File: config.mk
export PLATFORM = sky130hd
export DESIGN_NAME = eg_gear_top
export DESIGN_NICKNAME = d
export VERILOG_FILES = /design/src/core/eg_pkg.sv /design/src/core/eg_ratio_sel.sv /design/src/core/eg_step_gen.sv /design/src/core/eg_gear_top.sv
export SDC_FILE = /design/constraint.sdc
export NUM_CORES = 1
export LEC_CHECK = 0
export ABC_AREA = 1
export BUFFER_PORTS_ARGS = -buffer_cell sky130_fd_sc_hd__buf_2
export CAP_MARGIN = 25
export CORE_UTILIZATION = 35
export CTS_CLUSTER_SIZE = 28
export DETAILED_ROUTE_END_ITERATION = 6
export PLACE_DENSITY_LB_ADDON = 0.3
export SLEW_MARGIN = 0
export SYNTH_ARGS = -nofsm -noshare
export SYNTH_HDL_FRONTEND = slang
export SYNTH_HIERARCHICAL = 1
export SYNTH_SLANG_ARGS = --single-unit
File: constraint.sdc
create_clock -name clk -period 6.8 [get_ports clk]
set_input_delay 0 -clock clk [delete_from_list [all_inputs] [get_ports clk]]
set_output_delay 0 -clock clk [all_outputs]
set_load 0.02 [all_outputs]
File: src/core/eg_pkg.sv
package eg_pkg;

   // register byte offsets on the apb bus
   localparam logic [7:0] OFS_CTRL = 8'h00;
   localparam logic [7:0] OFS_PPR  = 8'h04;
   localparam logic [7:0] OFS_GNUM = 8'h08;
   localparam logic [7:0] OFS_GDEN = 8'h0C;
   localparam logic [7:0] OFS_OPPR = 8'h10;
   localparam logic [7:0] OFS_ODEN = 8'h14;
   localparam logic [7:0] OFS_STS  = 8'h18;
   localparam logic [7:0] OFS_MASK = 8'h1C;
   localparam logic [7:0] OFS_POS  = 8'h20;
   localparam logic [7:0] OFS_ENC  = 8'h24;
   localparam logic [7:0] OFS_OCNT = 8'h28;

   // control and status field positions
   localparam int CTL_FULL_CLOSED = 0;
   localparam int CTL_GEAR_EN     = 1;
   localparam int ST_MULT_ERR     = 0;
   localparam int ST_HYB_DEV      = 1;

   // values after reset
   localparam logic [1:0]  RST_CTRL = 2'h2;
   localparam logic [20:0] RST_PPR  = 21'h002710;
   localparam logic [30:0] RST_GNUM = 31'h00000000;
   localparam logic [30:0] RST_GDEN = 31'h00002710;
   localparam logic [18:0] RST_OPPR = 19'h009C4;
   localparam logic [18:0] RST_ODEN = 19'h00000;

   // setting limits and fixed figures
   localparam logic [20:0] MAX_PPR   = 21'h100000;
   localparam logic [30:0] MAX_GEAR  = 31'h40000000;
   localparam logic [18:0] MAX_OPPR  = 19'h40000;
   localparam logic [30:0] GEAR_ONE  = 31'h00000001;
   localparam logic [30:0] ENC_RES   = 31'h00100000;

   // a ratio handed to a pulse scaler
   typedef struct packed {
      logic [30:0] num;
      logic [30:0] den;
   } eg_ratio_s;

   // settings that only take effect after a power cycle
   typedef struct packed {
      logic [20:0] ppr;
      logic [18:0] oppr;
      logic [18:0] oden;
   } eg_cfg_s;

   localparam eg_cfg_s RST_CFG = '{ppr: RST_PPR, oppr: RST_OPPR,
                                   oden: RST_ODEN};

endpackage

File: src/core/eg_ratio_sel.sv
`timescale 1ns/1ps
`default_nettype none
module eg_ratio_sel
   import eg_pkg::*;
(
   input  wire logic        full_closed, // full-closed control mode
   input  wire logic [20:0] ppr,         // active pulses per revolution
   input  wire logic [30:0] gnum,        // gear numerator
   input  wire logic [30:0] gden,        // gear denominator
   output eg_ratio_s        ratio        // selected scale ratio
);

   logic [30:0] den_safe;

   // a zero denominator would never drain, so it acts as one
   assign den_safe = (gden == 31'h0) ? GEAR_ONE : gden;

   // ratio selection per control mode and setting combination
   always_comb
   begin
      ratio.num = gnum;
      ratio.den = den_safe;
      if (full_closed)
      begin
         if (gnum == 31'h0)
         begin
            ratio.num = GEAR_ONE;
            ratio.den = GEAR_ONE;
         end
      end
      else if (ppr != 21'h0)
      begin
         ratio.num = ENC_RES;
         ratio.den = {10'h0, ppr};
      end
      else if (gnum == 31'h0)
      begin
         ratio.num = ENC_RES;
      end
   end

endmodule
`default_nettype wire

File: src/core/eg_step_gen.sv
`timescale 1ns/1ps
`default_nettype none
module eg_step_gen
   import eg_pkg::*;
(
   input  wire logic      clk,      // system clock
   input  wire logic      reset_n,  // synchronous reset, active low
   input  wire logic      in_evt,   // one input count, pulse
   input  wire logic      in_dir,   // direction of the input count
   input  wire eg_ratio_s ratio,    // num over den, den never zero
   output logic           step,     // one scaled output count, pulse
   output logic           step_dir, // direction of that count
   output logic           busy      // remainder still being drained
);

   logic signed [32:0] acc_q;
   logic signed [32:0] acc_d;
   logic signed [32:0] num_s;
   logic signed [32:0] den_s;
   logic               up;
   logic               dn;
   logic               take;

   assign num_s = signed'({2'b00, ratio.num});
   assign den_s = signed'({2'b00, ratio.den});
   assign up    = (acc_q >= den_s);
   assign dn    = (acc_q <= -den_s);
   assign busy  = up | dn;
   assign take  = in_evt & ~busy;

   // fractional accumulator: add num per input, drain den per step
   always_comb
   begin
      acc_d = acc_q;
      if (up)
         acc_d = acc_d - den_s;
      else if (dn)
         acc_d = acc_d + den_s;
      if (take)
         acc_d = in_dir ? (acc_d + num_s) : (acc_d - num_s);
   end

   // one output step per clock at most
   always_ff @(posedge clk)
   begin
      if (!reset_n)
      begin
         acc_q    <= 33'sh0;
         step     <= 1'b0;
         step_dir <= 1'b0;
      end
      else
      begin
         acc_q    <= acc_d;
         step     <= busy;
         step_dir <= up;
      end
   end

endmodule
`default_nettype wire

File: src/core/eg_gear_top.sv
`timescale 1ns/1ps
`default_nettype none
// Summary of operation
// position mode, nonzero pulses-per-rev: encoder resolution over it
// position mode, both zero: encoder resolution over gear denominator
// position mode, numerator nonzero: ratio numerator over denominator
// full-closed mode, numerator zero: pass pulses one to one
// full-closed, numerator nonzero: num over den, pulses-per-rev ignored
// software keeps the ratio between one thousandth and one thousand
// too high a ratio for the pulse rate raises multiplication error
// changing the gear in full-closed mode raises hybrid deviation alarm
// output pulses per rev accepted 0 to 262144, default 2500
// nonzero output divider: encoder counts scaled by pulses over divider
// zero output divider: four times output pulses edges per revolution
// power-up settings take effect only at the next reset
module eg_gear_top
   import eg_pkg::*;
(
   input  wire logic        clk,            // 40 MHz system clock
   input  wire logic        reset_n,        // control power reset, low
   input  wire logic        store_reset_n,  // settings store reset, low
   input  wire logic [7:0]  paddr,          // apb address
   input  wire logic        psel,           // apb select
   input  wire logic        penable,        // apb enable
   input  wire logic        pwrite,         // apb write
   input  wire logic [31:0] pwdata,         // apb write data
   output logic      [31:0] prdata,         // apb read data
   output logic             pready,         // apb ready
   output logic             pslverr,        // apb error
   input  wire logic        cmd_pulse,      // command pulse pin
   input  wire logic        cmd_dir,        // command direction pin
   input  wire logic        enc_pulse,      // encoder count pin
   input  wire logic        enc_dir,        // encoder direction pin
   output logic             pos_step,       // positional command step
   output logic             pos_dir,        // positional command dir
   output logic             output_phase_a, // reproduced phase a
   output logic             output_phase_b, // reproduced phase b
   output logic             irq             // level interrupt
);

   logic [3:0]  pin_s1_q;
   logic [3:0]  pin_s2_q;
   logic [3:0]  pin_s3_q;
   logic        cmd_evt;
   logic        enc_evt;
   logic [1:0]  ctrl_q;
   eg_cfg_s     pend_q;
   eg_cfg_s     act_q;
   logic [30:0] gnum_q;
   logic [30:0] gden_q;
   logic [1:0]  sts_q;
   logic [1:0]  sts_set;
   logic [1:0]  sts_clr;
   logic [1:0]  mask_q;
   logic [31:0] pos_q;
   logic [31:0] ocnt_q;
   logic        wr_en;
   logic        rd_phase;
   logic [31:0] rd_d;
   logic        err_d;
   logic        gear_chg;
   eg_ratio_s   gear_r;
   eg_ratio_s   out_r;
   logic        g_step;
   logic        g_dir;
   logic        g_busy;
   logic        o_step;
   logic        o_dir;
   logic        o_busy;

   // clamp a written word to an upper limit
   function automatic logic [30:0] clamp(input logic [31:0] v,
                                         input logic [30:0] lim);
      clamp = (v > {1'b0, lim}) ? lim : v[30:0];
   endfunction

   // next quadrature state, a leads b when moving forward
   function automatic logic [1:0] quad_next(input logic [1:0] ab,
                                            input logic       fwd);
      quad_next = fwd ? {~ab[0], ab[1]} : {ab[0], ~ab[1]};
   endfunction

   // two-stage synchroniser, then an edge stage for the pulses
   always_ff @(posedge clk)
   begin
      if (!reset_n)
      begin
         pin_s1_q <= 4'h0;
         pin_s2_q <= 4'h0;
         pin_s3_q <= 4'h0;
      end
      else
      begin
         pin_s1_q <= {enc_dir, enc_pulse, cmd_dir, cmd_pulse};
         pin_s2_q <= pin_s1_q;
         pin_s3_q <= pin_s2_q;
      end
   end

   assign cmd_evt = pin_s2_q[0] & ~pin_s3_q[0] & ctrl_q[CTL_GEAR_EN];
   assign enc_evt = pin_s2_q[2] & ~pin_s3_q[2];

   // apb decode, one wait state before every answer
   assign rd_phase = psel & penable & ~pready;
   assign wr_en    = psel & penable & pready & pwrite;

   always_comb
   begin
      rd_d  = 32'h0;
      err_d = 1'b0;
      case (paddr)
         OFS_CTRL: rd_d = {30'h0, ctrl_q};
         OFS_PPR:  rd_d = {11'h0, pend_q.ppr};
         OFS_GNUM: rd_d = {1'h0, gnum_q};
         OFS_GDEN: rd_d = {1'h0, gden_q};
         OFS_OPPR: rd_d = {13'h0, pend_q.oppr};
         OFS_ODEN: rd_d = {13'h0, pend_q.oden};
         OFS_STS:  rd_d = {30'h0, sts_q};
         OFS_MASK: rd_d = {30'h0, mask_q};
         OFS_POS:  rd_d = pos_q;
         OFS_ENC:  rd_d = {1'h0, ENC_RES};
         OFS_OCNT: rd_d = ocnt_q;
         default:  err_d = 1'b1;
      endcase
   end

   // apb answer flops
   always_ff @(posedge clk)
   begin
      if (!reset_n)
      begin
         pready  <= 1'b0;
         prdata  <= 32'h0;
         pslverr <= 1'b0;
      end
      else
      begin
         pready  <= rd_phase;
         prdata  <= (rd_phase && !pwrite) ? rd_d : 32'h0;
         pslverr <= rd_phase & err_d;
      end
   end

   // control, gear and mask registers, immediate effect
   always_ff @(posedge clk)
   begin
      if (!reset_n)
      begin
         ctrl_q <= RST_CTRL;
         gnum_q <= RST_GNUM;
         gden_q <= RST_GDEN;
         mask_q <= 2'h0;
      end
      else if (wr_en)
      begin
         if (paddr == OFS_CTRL)
            ctrl_q <= pwdata[1:0];
         if (paddr == OFS_GNUM)
            gnum_q <= clamp(pwdata, MAX_GEAR);
         if (paddr == OFS_GDEN)
            gden_q <= clamp(pwdata, MAX_GEAR);
         if (paddr == OFS_MASK)
            mask_q <= pwdata[1:0];
      end
   end

   // power-up settings store, survives control resets
   always_ff @(posedge clk)
   begin
      if (!store_reset_n)
         pend_q <= RST_CFG;
      else if (wr_en)
      begin
         if (paddr == OFS_PPR)
            pend_q.ppr <= 21'(clamp(pwdata, {10'h0, MAX_PPR}));
         if (paddr == OFS_OPPR)
            pend_q.oppr <= 19'(clamp(pwdata, {12'h0, MAX_OPPR}));
         if (paddr == OFS_ODEN)
            pend_q.oden <= 19'(clamp(pwdata, {12'h0, MAX_OPPR}));
      end
   end

   // active copy is loaded only while reset is held
   always_ff @(posedge clk)
   begin
      if (!reset_n)
         act_q <= pend_q;
   end

   // gear change while in full-closed control
   assign gear_chg = wr_en & ctrl_q[CTL_FULL_CLOSED]
      & (((paddr == OFS_GNUM) && (clamp(pwdata, MAX_GEAR) != gnum_q))
      || ((paddr == OFS_GDEN) && (clamp(pwdata, MAX_GEAR) != gden_q)));

   // sticky events, a set in the clear cycle wins
   assign sts_set[ST_MULT_ERR] = cmd_evt & g_busy;
   assign sts_set[ST_HYB_DEV]  = gear_chg;
   assign sts_clr = (wr_en && paddr == OFS_STS) ? pwdata[1:0] : 2'h0;

   always_ff @(posedge clk)
   begin
      if (!reset_n)
         sts_q <= 2'h0;
      else
         sts_q <= (sts_q & ~sts_clr) | sts_set;
   end

   // interrupt level from unmasked status
   always_ff @(posedge clk)
   begin
      if (!reset_n)
         irq <= 1'b0;
      else
         irq <= |(sts_q & ~mask_q);
   end

   // electronic gear ratio select
   eg_ratio_sel u_gear_sel (
      .full_closed (ctrl_q[CTL_FULL_CLOSED]),
      .ppr         (act_q.ppr),
      .gnum        (gnum_q),
      .gden        (gden_q),
      .ratio       (gear_r)
   );

   // command pulse scaler, busy input pulses are dropped
   eg_step_gen u_gear (
      .clk      (clk),
      .reset_n  (reset_n),
      .in_evt   (cmd_evt),
      .in_dir   (pin_s2_q[1]),
      .ratio    (gear_r),
      .step     (g_step),
      .step_dir (g_dir),
      .busy     (g_busy)
   );

   // positional command output and counter
   always_ff @(posedge clk)
   begin
      if (!reset_n)
      begin
         pos_step <= 1'b0;
         pos_dir  <= 1'b0;
         pos_q    <= 32'h0;
      end
      else
      begin
         pos_step <= g_step;
         pos_dir  <= g_dir;
         if (g_step)
            pos_q <= g_dir ? pos_q + 32'h1 : pos_q - 32'h1;
      end
   end

   // output divider ratio from the active settings
   always_comb
   begin
      if (act_q.oden != 19'h0)
      begin
         out_r.num = {12'h0, act_q.oppr};
         out_r.den = {12'h0, act_q.oden};
      end
      else
      begin
         out_r.num = {10'h0, act_q.oppr, 2'b00};
         out_r.den = ENC_RES;
      end
   end

   // encoder feedback divider
   eg_step_gen u_out (
      .clk      (clk),
      .reset_n  (reset_n),
      .in_evt   (enc_evt),
      .in_dir   (pin_s2_q[3]),
      .ratio    (out_r),
      .step     (o_step),
      .step_dir (o_dir),
      .busy     (o_busy)
   );

   // quadrature reproduction, one edge per divided count
   always_ff @(posedge clk)
   begin
      if (!reset_n)
      begin
         output_phase_a <= 1'b0;
         output_phase_b <= 1'b0;
         ocnt_q         <= 32'h0;
      end
      else if (o_step)
      begin
         {output_phase_a, output_phase_b} <=
            quad_next({output_phase_a, output_phase_b}, o_dir);
         ocnt_q <= ocnt_q + 32'h1;
      end
   end
endmodule
`default_nettype wire

Yosys cells after proc, flatten, opt, wreduce, memory -nomap -nowiden
Index checks and enable logic that the tools add are counted.
{"block": "totals", "regBits": 370, "out_inout_bits": 39}
{"block": "op_classes", "n_addsub": 13, "magnitude_cmp": 7, "eq_ne": 12, "mux": 23, "bitwise": 27, "reduce_logical": 21}
{"operator": "$pmux 32 s11", "count": 1}
{"operator": "$mux 33", "count": 8}
{"operator": "$mux 31", "count": 5}
{"operator": "$mux 62", "count": 2}
{"operator": "$add 33x32->33", "count": 3}
{"operator": "$sub 33x32->33", "count": 3}
{"operator": "$ge 33x32->1", "count": 2}
{"operator": "$le 33x33->1", "count": 2}
{"operator": "$neg 31->33", "count": 2}
{"operator": "$add 32x1->32 const B", "count": 2}
{"operator": "$logic_not 31->1", "count": 2}
{"operator": "$ne 31x31->1", "count": 2}
{"operator": "$mux 52", "count": 1}
{"operator": "$add 33x22->33", "count": 1}
{"operator": "$sub 33x22->33", "count": 1}
{"operator": "$eq 8x5->1 const B", "count": 4}
{"operator": "$gt 32x19->1 const B", "count": 1}
{"operator": "$gt 32x21->1 const B", "count": 1}
{"operator": "$gt 32x31->1 const B", "count": 1}
{"operator": "$mux 32", "count": 1}
{"operator": "$sub 32x1->32 const B", "count": 1}
{"operator": "$eq 8x6->1 const B", "count": 3}
{"operator": "$mux 21", "count": 1}
{"operator": "$reduce_bool 21->1", "count": 1}
{"operator": "other kinds (19)", "count": 52}

Logic depth before layout (Yosys ltp)
{"block": "logic_depth", "depth_word": 11, "ltp_mapped": 56}

Cells and area by module
The synthesis kept the hierarchy.
{"module": "eg_gear_top", "n_inst": 1, "cells_per_inst": 2027, "area_per_inst_um2": 14928.1, "seq_area_each_um2": 6576.3}
{"module": "eg_step_gen (u_out)", "n_inst": 1, "cells_per_inst": 1891, "area_per_inst_um2": 10621.4, "seq_area_each_um2": 700.7}
{"module": "eg_step_gen (u_gear)", "n_inst": 1, "cells_per_inst": 1881, "area_per_inst_um2": 10362.4, "seq_area_each_um2": 700.7}
{"module": "eg_ratio_sel", "n_inst": 1, "cells_per_inst": 303, "area_per_inst_um2": 1332.5, "seq_area_each_um2": 0.0}

Least setup slack after synthesis
OpenSTA, ideal clock, no wires.
{"block": "synth_path", "kind": "reg-to-reg", "start": "reg gnum_q[24]", "end": "reg u_gear.acc_q[29]", "setup_time_ns": 0.128, "t_arrival_ns": 5.981, "required_ns": 6.672, "setup_slack_ns": 0.691, "path_stages_with_launch": 48, "path_cell_list": "dfxtp_1 nor2_1 nand3_1 nor2_1 nand4_1 buf_2 nand3_1 nand2_1 inv_1 ha_1 nand2_1 nor2_1 nand4_1 inv_1 nand3_1 nor3_2 inv_1 nor4_2 [... 12 more ...] nand2_2 inv_2 buf_4 nand2_1 nand3_1 nand2_1 inv_1 ha_1 nand2_1 o21ai_0 inv_1 o21bai_1 a21oi_1 o21ai_0 xor2_1 nand2_1 nand2_1 a21oi_1"}
{"item": "from (decl)", "line_no": "eg_gear_top.sv:49", "text": "logic [30:0] gnum_q;"}
{"item": "from (signal assigned)", "line_no": "eg_gear_top.sv:159", "text": "gnum_q <= clamp(pwdata, MAX_GEAR);"}
{"item": "to (signal assigned)", "line_no": "eg_step_gen.sv:48", "text": "acc_q <= 33'sh0;"}
{"item": "to (signal assigned)", "line_no": "eg_step_gen.sv:54", "text": "acc_q <= acc_d;"}
{"item": "to (decl)", "line_no": "eg_step_gen.sv:16", "text": "logic signed [32:0] acc_q;"}

==> metrics.md <==
| Metric | Value |
|---|---|
| Iter 0 DRT Violations | `4124` |
| Share of cells above drive strength 1 | `0.102` |
| Peak VDD IR | `0.000286 V` |
| Die Span X | `328 µm` |
| Placed cell areas | `39800 µm²` |
| WL final | `153000 µm` |
| First-pass GRT wire length | `226000 µm` |
| Clk sink count | `369` |
| Total power | `18.1 mW` |
| CP dominant cell by count | `nand2_1` |
| Met2 Usage GRT | `0.417` |
| I/O Buffers | `88` |
| Worst-path clk slew | `0.06 ns` |
| Pins Over Slew Limit | `0` |
| MaxCap Viol Count | `0` |
| Final instance area | `43000 µm²` |
| Fin crit share | `0.964` |
| Vias in the first global route | `37.4k` |
| # DRC | `4` |
| Num rows | `119` |
| Crit path kind | `reg2reg` |
| Met3 usage | `0.0384` |
| Core box area | `105000 µm²` |
| Setup slack, reg-to-reg | `0.24 ns` |
| DP Cell Count | `7600` |
| Busiest grt layer | `met2` |
| Synthesized area | `37200 µm²` |
| RSZ-0062 raised after global routing | `true` |
| P_leak | `20.8 nW` |
| Clock Tree Buf Depth | `3` |
| Status | `complete, but fails checks` |
| Hold crit path type | `in2reg` |
| Initial antenna violation count | `4` |
| CTS tree | `built` |
| Skew final | `0.0675 ns` |
| Cell count after synthesis | `6101` |
| Syn_area_per_cell | `6.10 µm²` |
| Crit start category | `register` |
| Fill cells | `11.4k` |
| Final min period | `6.56 ns` |
| Worst Path Arrival | `7.06 ns` |
| Actual slew at the worst max-slew pin | `0.994 ns` |
| Root Driver | `clkbuf_16` |
| TritonCTS buffer count | `46` |
| DRT Pass-1 Iters | `7` |
| Cell Count, Final, Fillers Out | `7763` |
| Slew HR | `0.332` |
| Largest net degree at the start of global routing | `147` |
| GR Util All Layers | `0.273` |
| DP HPWL | `122000 µm` |
| Avg Vias per Cell | `5.31` |
| Synth warnings | `6` |
| Hold Vio Cnt, Final | `0` |
| H-tree Lvls | `2` |
| Die Footprint | `108000 µm²` |
| Failing checks | `DRC` |
| Fin nets | `6679` |
| Die H | `328 µm` |
| CP Max Fanout | `8` |
| Fmax | `153 MHz` |
| Clock latency on the worst-skew pair | `0.66 ns` |
| Place WS | `0.201 ns` |
| Starting Density | `0.353` |
| Slowest-stage cell, CP | `dfxtp_2` |
| # setup viols final | `0` |
| CP max stage delay | `0.33 ns` |
| CP Data Required Time | `7.31 ns` |
| Detailed-route via count | `41.2k` |
| Final WS setup | `0.244 ns` |
| Area grow syn2layout | `15.5%` |
| Routed WL per cell | `19.6 µm` |
| Power Density | `422 nW/µm²` |
| Antenna Nets Post-Route | `0` |
| Worst setup EP type | `register` |
| Global route overflow | `0` |
| RePlAce Congestion | `1.03` |
| Io pins | `89` |
| GR Util met1 | `0.388` |
| Fin Setup TNS | `0 ns` |
## sequential cells by signal, indices dropped and copies added, names as in the netlist, 2 cells and up
| register | count |
|---|---|
| act_q | 59 |
| pend_q | 59 |
| u_gear/acc_q | 33 |
| u_out/acc_q | 33 |
| ocnt_q | 32 |
| pos_q | 32 |
| prdata | 32 |
| gden_q | 31 |
| gnum_q | 31 |
| pin_s1_q | 4 |
| pin_s2_q | 4 |
| ctrl_q | 2 |
| mask_q | 2 |
| pin_s3_q | 2 |
| sts_q | 2 |
## cell type report
cell class	instances	area (µm²)	area share
antenna	1	2.50	0.0000582
clock buffer	62	1280	0.0298
clock inverter	22	246	0.00573
inverter	868	3260	0.0759
multi-input combinational	4732	26000	0.605
sequential	369	7980	0.186
tap	1391	1740	0.0405
timing repair buffer	318	2470	0.0573
## placed cells by master (no fill, tap or decap), types with 47 or more instances in the layout
cell type and count:
o21bai_1 56, dfxtp_1 307, xor2_1 212, nand4_1 84, nand3_1 362, ha_1 256
nor2_1 671, dlygate4sd3_1 56, nand2_2 73, buf_2 88, a21oi_1 514, nor3_1 80
nand2_1 1492, inv_1 818, conb_1 78, edfxtp_1 59, clkbuf_16 47, o21ai_0 364
buf_4 159
## repair_timing
item	CTS	global route
resized for setup	0	228
setup buffers	0	19
hold endpoints to repair	143	2
hold buffers	55	1
endpoints found under the setup margin	0	47
## metal layers
layer | vias up | part of all wire | wire length [µm]
met5 | - | 0.00021 | 32
met4 | 6 | 0.039 | 5960
met3 | 281 | 0.085 | 13000
met2 | 1718 | 0.42 | 64700
li1 | 20200 | - | -
met1 | 19000 | 0.45 | 68900
## path summary, 6_finish.rpt
path,start,cells past startpoint,end
hold reg to reg,pin_s1_q[1]$_SDFF_PN0_,2,pin_s2_q[1]$_SDFF_PN0_
setup / recovery,gnum_q[13]$_SDFFE_PN0P_,45,u_gear/acc_q[29]$_SDFF_PN0_
setup reg to reg,gnum_q[13]$_SDFFE_PN0P_,45,u_gear/acc_q[29]$_SDFF_PN0_
hold / removal,cmd_dir,4,pin_s1_q[1]$_SDFF_PN0_
## worst max-delay path: cells and delay by family, from the launching register on
| family | cells | cell delay [ns] |
|---|---|---|
| and+or+nand+nor | 28 | 3.44 |
| xor gates and xnor gates | 2 | 0.33 |
| adders and majority gates | 3 | 0.76 |
| AOI/OAI and AO/OA | 4 | 0.53 |
| DFF | 1 | 0.33 |
| buffers and inverters | 8 | 0.95 |
## through the flow
stage | hold WS (ns) | util
after detailed placement | 0.186 | 0.378
after CTS | 0.0207 | 0.397
after global placement | 0.187 | 0.377
after global routing | 0.0877 | 0.408
final | 0.0781 | 0.408
after floorplan | 0.0976 | -
## power by group
part	total [mW]	internal (mW)	leakage, nW	switching, mW
Sequential	2.93	2.49	3.10	0.437
Clock	2.50	1.41	0.718	1.09
Combinational	12.7	4.37	16.9	8.34
Total	18.1	8.27	20.8	9.87
No activity file was read; power rests on OpenSTA's default activity.
